**src/shared/ptx_defines.vh**
```
/*
  Constants for the transmit byte framing block: register offsets, field
  positions, reset values and bit timing.
  Assumes it is included by bare name from the design file.
*/
`ifndef PTX_DEFINES_VH
`define PTX_DEFINES_VH

// Register offsets on the serial control port
`define PTX_ADDR_TRANSMIT_BYTE      8'hE3
`define PTX_ADDR_CHARACTER_FRAMING  8'hE4
`define PTX_ADDR_TRANSMIT_MOD_MODE  8'hE7

// Reset values
`define PTX_RST_TRANSMIT_BYTE       8'h00
`define PTX_RST_CHARACTER_FRAMING   8'h00
`define PTX_RST_TRANSMIT_MOD_MODE   8'h00

// Character framing fields
`define PTX_FRM_FRAMING_SELECT      5
`define PTX_FRM_STOP_HI             4
`define PTX_FRM_STOP_LO             3
`define PTX_FRM_PARITY_ENABLE       2
`define PTX_FRM_PARITY_ODD          1
`define PTX_FRM_SEVEN_BITS          0

// Transmit modulator mode fields
`define PTX_MOD_INVERTED_DRIVER_ON  6
`define PTX_MOD_LOCKUP_GUARD        5
`define PTX_MOD_SCRAMBLER_ON        4
`define PTX_MOD_EQ_LEVEL_HI         3
`define PTX_MOD_EQ_LEVEL_LO         2
`define PTX_MOD_MODULATOR_ON        1
`define PTX_MOD_BAND_SELECT         0

// Scrambler taps and lock-up run length
`define PTX_SCR_LEN                 17
`define PTX_SCR_TAP_A               13
`define PTX_SCR_TAP_B               16
`define PTX_LOCKUP_RUN              7'h40

// Timing
// Clocks per bit: 25 MHz over 1200 bps, sized for the 16-bit timer
`define PTX_BIT_CYCLES              16'h5161

`endif

```
**src/rtl/ptx_byte_framing.v**
```verilog
/*
  Transmit data path of a dibit phase-shift modem: double-buffered byte,
  optional start/parity/stop framing, scrambler with lock-up guard, dibit
  to phase-step mapping, and the modulator control outputs.
  Assumes register writes arrive on the same clock as a one-cycle strobe.
*/
`timescale 1ns/1ps
`default_nettype none
`include "ptx_defines.vh"

// Behaviour
// - Transmit byte double buffered, eight bit times
// - Four dibits sent, least significant first
// - Dibit selects phase step per table
// - Left dibit bit enters modulator first
// - Framing select picks plain or framed characters
// - Framed character opens with one zero
// - Stop field sets minimum stop bits
// - Receiver ignores stop count
// - Parity enable appends one parity bit
// - Parity sense one odd, zero even
// - Length bit selects seven data bits
// - Inverted driver enabled by bit six
// - Sixty-four output ones invert next input
// - Scrambler enable routes data through scrambler
// - Equaliser level field, zero powers down
// - Modulator enable, else bias and no flags
// - Band select low or high channel
// - Ready flag rise raises masked interrupt
// - Underflow flag rise raises masked interrupt
module ptx_byte_framing #(
  parameter [15:0] BIT_CYCLES = `PTX_BIT_CYCLES
) (
  input  wire       clk_in,
  input  wire       resetn_in,
  input  wire       wr_strobe_in,
  input  wire [7:0] wr_addr_in,
  input  wire [7:0] wr_data_in,
  input  wire       flags_read_in,
  input  wire       ready_mask_in,
  input  wire       underflow_mask_in,
  output reg        tx_ready_flag_out,
  output reg        tx_underflow_flag_out,
  output reg        irq_out,
  output reg  [1:0] dibit_out,
  output reg  [1:0] phase_step_out,
  output reg        symbol_strobe_out,
  output reg        modulator_on_out,
  output reg        bias_level_out,
  output reg        band_select_out,
  output reg  [1:0] eq_level_out,
  output reg        eq_powersave_out,
  output reg        inverted_driver_on_out
);

  reg  [7:0]  hold_byte;
  reg         hold_full;
  reg  [7:0]  framing;
  reg  [7:0]  mod_mode;
  reg  [15:0] bit_timer;
  reg  [11:0] shifter;
  reg  [3:0]  shift_len;
  reg  [16:0] scr_state;
  reg  [6:0]  ones_run;
  reg         half_dibit;
  reg         first_bit;

  wire wr_byte  = wr_strobe_in && (wr_addr_in == `PTX_ADDR_TRANSMIT_BYTE);
  wire wr_frame = wr_strobe_in && (wr_addr_in == `PTX_ADDR_CHARACTER_FRAMING);
  wire wr_mode  = wr_strobe_in && (wr_addr_in == `PTX_ADDR_TRANSMIT_MOD_MODE);

  wire enabled  = mod_mode[`PTX_MOD_MODULATOR_ON];
  wire async    = framing[`PTX_FRM_FRAMING_SELECT];
  wire bit_tick = enabled && (bit_timer == BIT_CYCLES - 16'h0001);
  wire need_load = bit_tick && (shift_len == 4'h0);

  // Number of stop bits for the two-bit stop field; a transmit minimum only
  function [3:0] stop_count;
    input [1:0] code;
    begin
      case (code)
        2'b00:   stop_count = 4'h0;
        2'b11:   stop_count = 4'h2;
        default: stop_count = 4'h1;
      endcase
    end
  endfunction

  // Phase step in quarter turns for a dibit
  function [1:0] phase_of;
    input [1:0] d;
    begin
      case (d)
        2'b00:   phase_of = 2'b01;
        2'b01:   phase_of = 2'b00;
        2'b11:   phase_of = 2'b11;
        default: phase_of = 2'b10;
      endcase
    end
  endfunction

  // Next character, sent from bit 0 upward
  reg  [11:0] next_frame;
  reg  [3:0]  next_len;
  reg  [3:0]  nd;
  reg         par;
  integer     i;
  always @* begin
    next_frame = 12'hFFF;
    next_len   = 4'h0;
    nd         = 4'h0;
    par        = 1'b0;
    if (!async) begin
      // Dibit pairs low end first, left bit of each pair leading
      next_frame = {4'hF, hold_byte[6], hold_byte[7], hold_byte[4], hold_byte[5],
                    hold_byte[2], hold_byte[3], hold_byte[0], hold_byte[1]};
      next_len   = 4'h8;
    end else begin
      nd = framing[`PTX_FRM_SEVEN_BITS] ? 4'h7 : 4'h8;
      next_frame[0] = 1'b0;
      for (i = 0; i < 8; i = i + 1) begin
        if (i < nd) begin
          next_frame[i + 1] = hold_byte[i];
          par = par ^ hold_byte[i];
        end
      end
      par = par ^ framing[`PTX_FRM_PARITY_ODD];
      if (framing[`PTX_FRM_PARITY_ENABLE]) begin
        next_frame[nd + 4'h1] = par;
      end
      next_len = 4'h1 + nd + {3'b000, framing[`PTX_FRM_PARITY_ENABLE]}
               + stop_count(framing[`PTX_FRM_STOP_HI:`PTX_FRM_STOP_LO]);
    end
  end

  // Bit leaving the framer this tick
  wire raw_bit = need_load ? (hold_full ? next_frame[0] : 1'b1) : shifter[0];

  // Scrambler with lock-up guard
  wire guard_hit = mod_mode[`PTX_MOD_LOCKUP_GUARD] && (ones_run == `PTX_LOCKUP_RUN);
  wire scr_in    = raw_bit ^ guard_hit;
  wire scr_out   = scr_in ^ scr_state[`PTX_SCR_TAP_A] ^ scr_state[`PTX_SCR_TAP_B];
  wire line_bit  = mod_mode[`PTX_MOD_SCRAMBLER_ON] ? scr_out : raw_bit;

  // Registers and holding buffer
  always @(posedge clk_in or negedge resetn_in) begin
    if (!resetn_in) begin
      hold_byte <= `PTX_RST_TRANSMIT_BYTE;
      framing   <= `PTX_RST_CHARACTER_FRAMING;
      mod_mode  <= `PTX_RST_TRANSMIT_MOD_MODE;
      hold_full <= 1'b0;
    end else begin
      if (wr_frame) begin
        framing <= wr_data_in;
      end
      if (wr_mode) begin
        mod_mode <= wr_data_in;
      end
      if (wr_byte) begin
        hold_byte <= wr_data_in;
      end
      // A write in the load cycle refills the buffer just emptied
      if (wr_byte) begin
        hold_full <= 1'b1;
      end else if (need_load) begin
        hold_full <= 1'b0;
      end
    end
  end

  // Bit timing, framer and scrambler
  always @(posedge clk_in or negedge resetn_in) begin
    if (!resetn_in) begin
      bit_timer  <= 16'h0000;
      shifter    <= 12'hFFF;
      shift_len  <= 4'h0;
      scr_state  <= 17'h0_0000;
      ones_run   <= 7'h00;
      half_dibit <= 1'b0;
      first_bit  <= 1'b0;
    end else if (!enabled) begin
      // Disabled path idles so a later enable starts on a clean dibit
      bit_timer  <= 16'h0000;
      shifter    <= 12'hFFF;
      shift_len  <= 4'h0;
      half_dibit <= 1'b0;
    end else begin
      bit_timer <= bit_tick ? 16'h0000 : bit_timer + 16'h0001;
      if (bit_tick) begin
        if (need_load) begin
          if (hold_full) begin
            shifter   <= {1'b1, next_frame[11:1]};
            shift_len <= next_len - 4'h1;
          end else begin
            // Underrun sends marks: a byte of ones, or one idle mark when framed
            shifter   <= 12'hFFF;
            shift_len <= async ? 4'h0 : 4'h7;
          end
        end else begin
          shifter   <= {1'b1, shifter[11:1]};
          shift_len <= shift_len - 4'h1;
        end
        scr_state <= {scr_state[15:0], scr_out};
        if (guard_hit || !scr_out) begin
          ones_run <= 7'h00;
        end else begin
          ones_run <= ones_run + 7'h01;
        end
        half_dibit <= ~half_dibit;
        first_bit  <= line_bit;
      end
    end
  end

  // Dibit output and flags
  always @(posedge clk_in or negedge resetn_in) begin
    if (!resetn_in) begin
      dibit_out             <= 2'b00;
      phase_step_out        <= 2'b00;
      symbol_strobe_out     <= 1'b0;
      tx_ready_flag_out     <= 1'b0;
      tx_underflow_flag_out <= 1'b0;
      irq_out               <= 1'b0;
    end else begin
      symbol_strobe_out <= bit_tick && half_dibit;
      if (bit_tick && half_dibit) begin
        dibit_out      <= {first_bit, line_bit};
        phase_step_out <= phase_of({first_bit, line_bit});
      end
      // Set wins over clear; flags only set while the modulator is on, but a read clears both at any time and a byte write clears the ready flag
      if (need_load && hold_full) begin
        tx_ready_flag_out <= 1'b1;
      end else if (flags_read_in || wr_byte) begin
        tx_ready_flag_out <= 1'b0;
      end
      if (need_load && !hold_full) begin
        tx_underflow_flag_out <= 1'b1;
      end else if (flags_read_in) begin
        tx_underflow_flag_out <= 1'b0;
      end
      if ((need_load && hold_full && !tx_ready_flag_out && ready_mask_in) ||
          (need_load && !hold_full && !tx_underflow_flag_out && underflow_mask_in)) begin
        irq_out <= 1'b1;
      end else if (flags_read_in) begin
        irq_out <= 1'b0;
      end
    end
  end

  // Modulator control outputs
  always @(posedge clk_in or negedge resetn_in) begin
    if (!resetn_in) begin
      modulator_on_out       <= 1'b0;
      bias_level_out         <= 1'b1;
      band_select_out        <= 1'b0;
      eq_level_out           <= 2'b00;
      eq_powersave_out       <= 1'b1;
      inverted_driver_on_out <= 1'b0;
    end else begin
      modulator_on_out       <= enabled;
      bias_level_out         <= ~enabled;
      band_select_out        <= mod_mode[`PTX_MOD_BAND_SELECT];
      eq_level_out           <= mod_mode[`PTX_MOD_EQ_LEVEL_HI:`PTX_MOD_EQ_LEVEL_LO];
      eq_powersave_out       <= (mod_mode[`PTX_MOD_EQ_LEVEL_HI:`PTX_MOD_EQ_LEVEL_LO] == 2'b00);
      inverted_driver_on_out <= mod_mode[`PTX_MOD_INVERTED_DRIVER_ON];
    end
  end

endmodule // ptx_byte_framing
`default_nettype wire

```
**config.mk**
```make
export PLATFORM = sky130hd
export DESIGN_NAME = ptx_byte_framing
export DESIGN_NICKNAME = d
export VERILOG_FILES = /design/src/rtl/ptx_byte_framing.v
export VERILOG_INCLUDE_DIRS = /design/src /design/src/shared
export SDC_FILE = /design/constraint.sdc
export NUM_CORES = 1
export LEC_CHECK = 0
export BUFFER_PORTS_ARGS = -buffer_cell sky130_fd_sc_hd__buf_2
export CAP_MARGIN = 10
export CORE_AREA = 2 2 99 77
export CTS_CLUSTER_DIAMETER = 120
export CTS_CLUSTER_SIZE = 30
export DETAILED_ROUTE_END_ITERATION = 10
export DIE_AREA = 0 0 101 79
export GPL_ROUTABILITY_DRIVEN = 0
export PLACE_DENSITY_LB_ADDON = 0.05
export SLEW_MARGIN = 0
export SYNTH_ARGS = -nofsm -noshare
export SYNTH_HDL_FRONTEND = slang
export SYNTH_SLANG_ARGS = --single-unit
```
**constraint.sdc**
```tcl
create_clock -name clk_in -period 7.4 [get_ports clk_in]
set_input_delay 0.74 -clock clk_in [delete_from_list [all_inputs] [get_ports clk_in]]
set_output_delay 0.74 -clock clk_in [all_outputs]
set_load 0.05 [all_outputs]
```
==> results of run 1 <==
-- cells by family (layout without fill, tap and decap cells) --
group / Yosys count / in the layout
AND/OR/NAND/NOR: 174 / 174
flip-flops: 92 / 92
multiplexers: 26 / 26
AO/OA/AOI/OAI: 57 / 57
adder cells (fa/ha/maj): 11 / 11
XOR/XNOR: 25 / 25
buffers and inverters: 36 / 75
-- report_power, final --
group	total [mW]	leakage (nW)	switching, mW	internal, mW
Combinational	0.0598	0.953	0.0364	0.0234
Sequential	0.521	1.24	0.00965	0.511
Clock	0.306	0.0855	0.174	0.132
Total	0.887	2.28	0.220	0.667
-- flip-flops by register name (all words and copies together), names as in the netlist, 2 cells and up --
name / cells
eq_level_out: 2
ones_run: 7
shift_len: 4
phase_step_out: 2
scr_state: 17
mod_mode: 7
framing: 6
shifter: 9
hold_byte: 8
dibit_out: 2
bit_timer: 16
-- worst max-delay path, delay by kind of cell (launching register included) --
family / cells / cell delay, ps
flops: 1 / 450
compound gates: 2 / 250
simple gates: 4 / 1950
-- path summary, 6_finish.rpt --
path | end | slack [ps] | start | depth (start not counted)
worst min-delay path | scr_state[11]$_DFFE_PN0P_ | 310 | resetn_in | 1
min in group clk_in | band_select_out$_DFF_PN0_ | 390 | mod_mode[0]$_DFFE_PN0P_ | 0
worst max register to register | shifter[7]$_DFFE_PN1P_ | 4650 | bit_timer[11]$_DFF_PN0_ | 6
worst max-delay path | shifter[7]$_DFFE_PN1P_ | 4650 | bit_timer[11]$_DFF_PN0_ | 6
max in group asynchronous | framing[2]$_DFFE_PN0P_ | 6000 | resetn_in | 2
worst min register to register | band_select_out$_DFF_PN0_ | 390 | mod_mode[0]$_DFFE_PN0P_ | 0
-- layout make-up --
type	count	share of cell area (%)
Tap cell	87	2.28
Timing Repair Buffer	38	4.21
Clock buffer	11	2.96
Sequential cell	92	48.5
Inverter	21	1.65
Clock inverter	5	0.785
Multi-Input combinational cell	293	39.7
-- layout by cell type, fill, tap and decap left out, types with 3 or more instances in the layout --
| cell | instances |
|---|---|
| nand2_1 | 83 |
| dfrtp_1 | 81 |
| buf_2 | 35 |
| nor2_1 | 27 |
| mux2_2 | 21 |
| inv_1 | 20 |
| xnor2_1 | 14 |
| nand3_1 | 13 |
| o21ai_0 | 13 |
| xor2_1 | 11 |
| dfstp_2 | 11 |
| ha_1 | 10 |
| clkbuf_8 | 10 |
| a21oi_1 | 9 |
| o211ai_1 | 8 |
| nand4_1 | 7 |
| o22ai_1 | 7 |
| nor3_1 | 6 |
| o21ai_1 | 6 |
| a31oi_1 | 6 |
| nand3b_1 | 5 |
| and3_1 | 5 |
| mux2i_1 | 5 |
| nand4b_1 | 3 |
| and4_1 | 3 |
| or3_1 | 3 |
| a211oi_1 | 3 |
-- routing by layer --
| layer | track usage, % | share of wire, % |
|---|---|---|
| met4 | 5.27 | 0.78 |
| met3 | 5.46 | 3.3 |
| met5 | 0 | 0 |
| met2 | 32.7 | 43 |
| met1 | 34.8 | 53 |
==> results by group, run 1 <==
Logic synthesis
  • Post-synth top area share: between 40% and 50%
  • Synthesized Nets: roughly 450
  • Synthesized cell area: around 0.0044 mm^2
  • Yosys reg bits: about 90
  • Top cells by area, synth: dfrtp_1 (47%), nand2_1 (7.1%), dfstp_2 (6.6%), mux2_2 (5.4%), ha_1 (2.9%)
  • Number of synthesized flops with an enable pin: 0
  • Sequential fraction of the synthesis area: roughly 53%
  • Yosys top cell by area: dfrtp_1
  • Asr flop ratio synth: 100%
  • Cell count after synthesis: between 400 and 500
  • Post-synthesis mux area share: 6.57%
  • Post-synthesis simple-gate area fraction: around 20%
  • Count leader, synth: nand2_1
  • Post-synthesis compound-gate area fraction: under 10%
  • Yosys warns: 0
  • Top cells by count, synth: nand2_1 (83), dfrtp_1 (81), nor2_1 (27), mux2_2 (21), inv_1 (20)
  • Ys flop type: dfrtp_1
  • XOR/XNOR Fraction of Synth Area: under 10%
  • Adder-cell share of the synthesized area: ~3.3%
  • Largest family of logic cells by synthesized area: simple AND/OR/NAND/NOR gates
  • Post-synth cell types: slightly below 50
  • Avg Inst Size Synth: approximately 10 um^2

Route
  • Antenna Violating Nets Remaining: 0
  • Post-route DRC: 0
  • Detailed router's first-iteration violation count: around 150
  • DR vias/cell: ~5.6
  • Via count: around 3,000
  • Drt pass-1 iters: 4
  • Final wirelength: 8200 um
  • Routed len/inst: ~15 um

Timing
  • Relative max-transition margin: slightly above 50%
  • TNS Setup: 0 ps
  • RSZ-0062 raised after global routing: false
  • Final Hold Violating Endpoints: 0
  • Worst setup margin: between 4000 and 5000 ps
  • Minimum clock period: 2750 ps
  • Clock Skews: 13.7 ps
  • Period utilisation layout: a little under two fifths
  • Worst hold slack: 307 ps
  • Tightest Pin Transition: ~740 ps
  • Final setup violation count: 0
  • Final slew viol count: 0
  • Max Fclk: around 0.36 GHz

Clocking
  • CTS resizes: 0
  • Total CTS buffers: 9
  • CTS H-tree depth: 3
  • Clock-pin slew on the worst setup and hold paths: 90 ps
  • Clk_lat worst skew: about 350 ps
  • CTS root buf: clkbuf_8
  • CTS tree: done
  • CTS Sinks: 92
  • Hold-fix buffers, CTS: 0
  • Post-CTS Setup Repair Bufs: 0
  • Clock Path Buffers: 2

Hold path
  • HP Class: in -> async

Layout
  • Number of diodes: 0
  • Core Util, Final: roughly two thirds
  • Synth-to-Final Area Change: 9.68%
  • Filler cells: a little under 600
  • Finished Layout Cells: 547
  • Layout cells sized above 1: a little over a fifth
  • Area occupied by multi-input gates: roughly 0.0019 mm^2
  • Final Cell Area: about 0.0048 mm^2
  • Layout Nets: between 400 and 500
  • Reg area: between 0.002 and 0.0025 mm^2

Worst setup path
  • Worst EP required: 7690 ps
  • CP max FO: 27
  • Worst setup SP type: flip-flop
  • Largest stage delay, worst path: approximately 700 ps
  • Slowest-stage cell, CP: or4_4
  • Worst Setup End Kind: flip-flop
  • Setup CP Type: reg -> reg
  • Critical Path AT: between 3000 and 4000 ps
  • Crit-path cells: or4b_4, or4_4, nor2_8, and4_1, o21ai_1, a21o_1

Floorplanning
  • Core ar.: between 0.007 and 0.008 mm^2
  • Rows: 27
  • Die Y: a little under 80 um
  • # IOs: 37
  • Initial Utilization: roughly 61%
  • Die area: between 0.007 and 0.008 mm^2
  • Die Wd: about 100 um

Placed design
  • Post-place instance area: 0.00459 mm^2
  • Hpwl dp: between 5000 and 6000 um
  • Post-Place Cells: 530
  • Port Buf Inserts: 36
  • Pre-CTS WS: ~4400 ps

GRT
  • Largest net degree at the start of global routing: between 60 and 70
  • Initial antenna violation count: 0
  • Total GRT Usage: 22.6%
  • First-pass GRT wire length: ~14,000 um
  • GRT overflow: 0
  • Vias in the first global route: ~2,900

Pwr
  • Max VDD drop: ~0.12 mV
  • Power Dens Cells: 185 mW/mm^2
  • Static leakage: roughly 2.3 nW
  • Power, Total: between 800 and 900 uW

Job
  • Max_cap viols: 0

Status
  • Run status: finished, final reports clean
Power figures use the tool's default switching activity.
==> inputs of run 2 (changes only) <==
--- a/config.mk
+++ b/config.mk
@@ -6,13 +6,14 @@
 export SDC_FILE = /design/constraint.sdc
 export NUM_CORES = 1
 export LEC_CHECK = 0
+export ABC_AREA = 1
 export BUFFER_PORTS_ARGS = -buffer_cell sky130_fd_sc_hd__buf_2
 export CAP_MARGIN = 10
-export CORE_AREA = 2 2 99 77
+export CORE_AREA = 2 2 104 81
 export CTS_CLUSTER_DIAMETER = 120
 export CTS_CLUSTER_SIZE = 30
 export DETAILED_ROUTE_END_ITERATION = 10
-export DIE_AREA = 0 0 101 79
+export DIE_AREA = 0 0 106 83
 export GPL_ROUTABILITY_DRIVEN = 0
 export PLACE_DENSITY_LB_ADDON = 0.05
 export SLEW_MARGIN = 0
==> constraint.sdc (replaced) <==
create_clock -name clk_in -period 2.7 [get_ports clk_in]
set_input_delay 0.27 -clock clk_in [delete_from_list [all_inputs] [get_ports clk_in]]
set_output_delay 0.27 -clock clk_in [all_outputs]
set_load 0.05 [all_outputs]
==> results by group, run 2 <==
Floorplanning
  • Die Y: 83 um (+5.1%)
  • Initial Utilization: 58.3% (-3.2 points)
  • Rows: 28 (+3.7%)
  • Die area: 0.00880 mm^2 (+10%)
  • Core ar.: 0.00774 mm^2 (+9.1%)
  • Die Wd: 106 um (+5.0%)
  • # IOs: 37 (unchanged)

Layout
  • Layout Nets: 610 (+25%)
  • Synth-to-Final Area Change: 10.3%
  • Largest regs: scr_state: 17 flops, bit_timer: 16 flops, shifter: 9 flops
  • Max reg flops: 17 (unchanged)
  • Most frequent cells in the layout: nand2_1 (147), dfrtp_1 (81), inv_1 (65)
  • Most flops, register: scr_state
  • Number of diodes: 0 (unchanged)
  • Layout cells sized above 1: 15.1% (-6.4 points)
  • Most common cell after layout, fill and taps aside: nand2_1

Worst setup path
  • Worst EP required: 2950 ps (-4740 ps)
  • Setup CP Type: reg -> reg
  • Largest stage delay, worst path: 370 ps (-340 ps)
  • Crit path buf inv count: 2 (+2)
  • Crit-path cells: inv_1, ha_1, nand2_1, nor2_1, nand4_1, nand2_1, nand2_1, nand2_1, nand3_1, nand2_1, inv_1, ha_1, o21ai_0, nand2_1
  • Critical Path AT: 2670 ps (-370 ps)
  • Worst Setup End Kind: flip-flop
  • CP max FO: 4 (-85%)
  • CP delay by family, top: simple AND/OR/NAND/NOR gates
  • Worst setup SP type: flip-flop
  • CP most frequent cell: nand2_1
  • Slowest-stage cell, CP: dfrtp_1

Clocking
  • Total CTS buffers: 9 (unchanged)
  • Clock Path Buffers: 2 (unchanged)
  • CTS H-tree depth: 3 (unchanged)
  • CTS tree: done
  • CTS resizes: 0 (unchanged)
  • CTS root buf: clkbuf_8
  • CTS Sinks: 92 (unchanged)
  • Post-CTS Setup Repair Bufs: 0 (unchanged)
  • Clk_lat worst skew: 360 ps (about the same)
  • Hold-fix buffers, CTS: 1 (+1)
  • Clock-pin slew on the worst setup and hold paths: 80 ps (about the same)

Logic synthesis
  • Avg Inst Size Synth: 8.39 um^2 (-19%)
  • Top cells by area, synth: dfrtp_1 (45%), nand2_1 (12%), dfstp_2 (6.4%), inv_1 (5.4%), o21ai_0 (4.5%)
  • Sequential fraction of the synthesis area: 51.3% (-1.8 points)
  • Number of synthesized flops with an enable pin: 0 (unchanged)
  • Yosys reg bits: 92 (unchanged)
  • Synthesized Nets: 571 (+26%)
  • Yosys warns: 0 (unchanged)
  • Cell count after synthesis: 538 (+28%)
  • Synthesized cell area: 0.00451 mm^2 (+3.5%)
  • Post-synth top area share: 44.9% (-1.6 points)
  • Count leader, synth: nand2_1
  • Asr flop ratio synth: 100% (unchanged)
  • Ys flop type: dfrtp_1
  • Yosys top cell by area: dfrtp_1
  • Top cells by count, synth: nand2_1 (147), dfrtp_1 (81), inv_1 (65), nor2_1 (43), o21ai_0 (41)
  • Post-synth cell types: 39 (-20%)

Timing
  • Minimum clock period: 2420 ps (-325 ps)
  • Max Fclk: 0.413 GHz (+13%)
  • Final slew viol count: 0 (unchanged)
  • Period utilisation layout: 89.8% (+53 points)
  • Relative max-transition margin: 51.8% (+1.3 points)
  • Final setup violation count: 0 (unchanged)
  • Tightest Pin Transition: 721 ps (-22.6 ps)
  • Worst hold slack: 119 ps (-188 ps)
  • Final Hold Violating Endpoints: 0 (unchanged)
  • TNS Setup: 0 ps (unchanged)
  • Clock Skews: 11.5 ps (-2.15 ps)
  • RSZ-0062 raised after global routing: false

Route
  • DR vias/cell: 5.26 (-5.5%)
  • Antenna Violating Nets Remaining: 0 (unchanged)
  • Detailed router's first-iteration violation count: 227 (+49%)
  • Routed len/inst: 13.7 um (-8.8%)
  • Via count: 3,613 (+19%)
  • Post-route DRC: 0 (unchanged)
  • Drt pass-1 iters: 4 (unchanged)
  • Final wirelength: 9390 um (+15%)

Job
  • Max_cap viols: 0 (unchanged)

Pwr
  • Static leakage: 2.43 nW (+6.7%)
  • Power Dens Cells: 487 mW/mm^2 (+160%)
  • Max VDD drop: 0.336 mV (+180%)
  • Power, Total: 2.42 mW (+170%)

Placed design
  • Port Buf Inserts: 36 (unchanged)
  • Hpwl dp: 6740 um (+19%)

GRT
  • Vias in the first global route: 3,393 (+16%)
  • Largest net degree at the start of global routing: 56 (-8.2%)
  • Initial antenna violation count: 0 (unchanged)
  • GRT overflow: 0 (unchanged)
  • First-pass GRT wire length: 16,200 um (+15%)
  • Total GRT Usage: 23.4% (+0.74 points)

Status
  • Run status: finished, final reports clean

Hold path
  • HP Class: in -> reg
## run 2: cell type report
type / instances / area [um^2]
repair buffers: 40 / 228
clock buffers: 13 / 159
well taps: 105 / 131
multi-input cells: 364 / 1860
flip-flops and latches: 92 / 2320
fillers: 687 / 2760
inverters: 70 / 264
clock inverters: 3 / 22.5
## run 2: through the flow
stage | setup slack [ps] | cells | area [um^2] | utilization [%]
3_5_place_dp | 311 | 670 | 4790 | 61.8
3_3_place_gp | 420 | 670 | 4790 | 61.8
5_1_grt | 45.9 | 687 | 4980 | 64.3
6_report | 276 | 687 | 4980 | 64.3
2_1_floorplan | 691 | 538 | 4510 | -
4_1_cts | 302 | 687 | 4980 | 64.3
## run 2: final timing paths
kind / from / endpoint / slack, ps / depth (start not counted)
min in group asynchronous: resetn_in / bit_timer[7]$_DFF_PN0_ / 410 / 2
min reg2reg: mod_mode[0]$_DFFE_PN0P_ / band_select_out$_DFF_PN0_ / 380 / 0
min: flags_read_in / tx_underflow_flag_out$_DFFE_PN0P_ / 120 / 2
max reg2reg: shift_len[0]$_DFFE_PN0P_ / phase_step_out[1]$_DFFE_PN0P_ / 280 / 14
max in group asynchronous: resetn_in / shifter[8]$_DFFE_PN1P_ / 1580 / 3
max: shift_len[0]$_DFFE_PN0P_ / phase_step_out[1]$_DFFE_PN0P_ / 280 / 14
## run 2: metal layers
| layer | part of all wire [%] | up-vias | track usage [%] | routed length [um] |
|---|---|---|---|---|
| li1 | - | 1813 | - | - |
| met1 | 49 | 1693 | 34.3 | 4580 |
| met2 | 44 | 101 | 34.6 | 4160 |
| met3 | 5.8 | 6 | 5.49 | 548 |
| met4 | 1.1 | 0 | 7.30 | 99 |
| met5 | 0 | - | 0 | 0 |
## run 2: power breakdown
part / internal (mW) / total, mW / switching, mW
combinational: 0.0470 / 0.148 / 0.101
clock: 0.388 / 0.857 / 0.469
sequential: 1.40 / 1.42 / 0.0205
## run 2: cells by family (layout without fill, tap and decap cells)
| group | after synthesis | count (layout) | share of synthesized area, % |
|---|---|---|---|
| AO/OA/AOI/OAI | 90 | 90 | 10.7 |
| XOR/XNOR | 9 | 9 | 1.75 |
| adder cells (fa/ha/maj) | 11 | 11 | 3.22 |
| buffers and inverters | 82 | 126 | 7.49 |
| flip-flops | 92 | 92 | 51.3 |
| AND/OR/NAND/NOR | 254 | 254 | 25.5 |
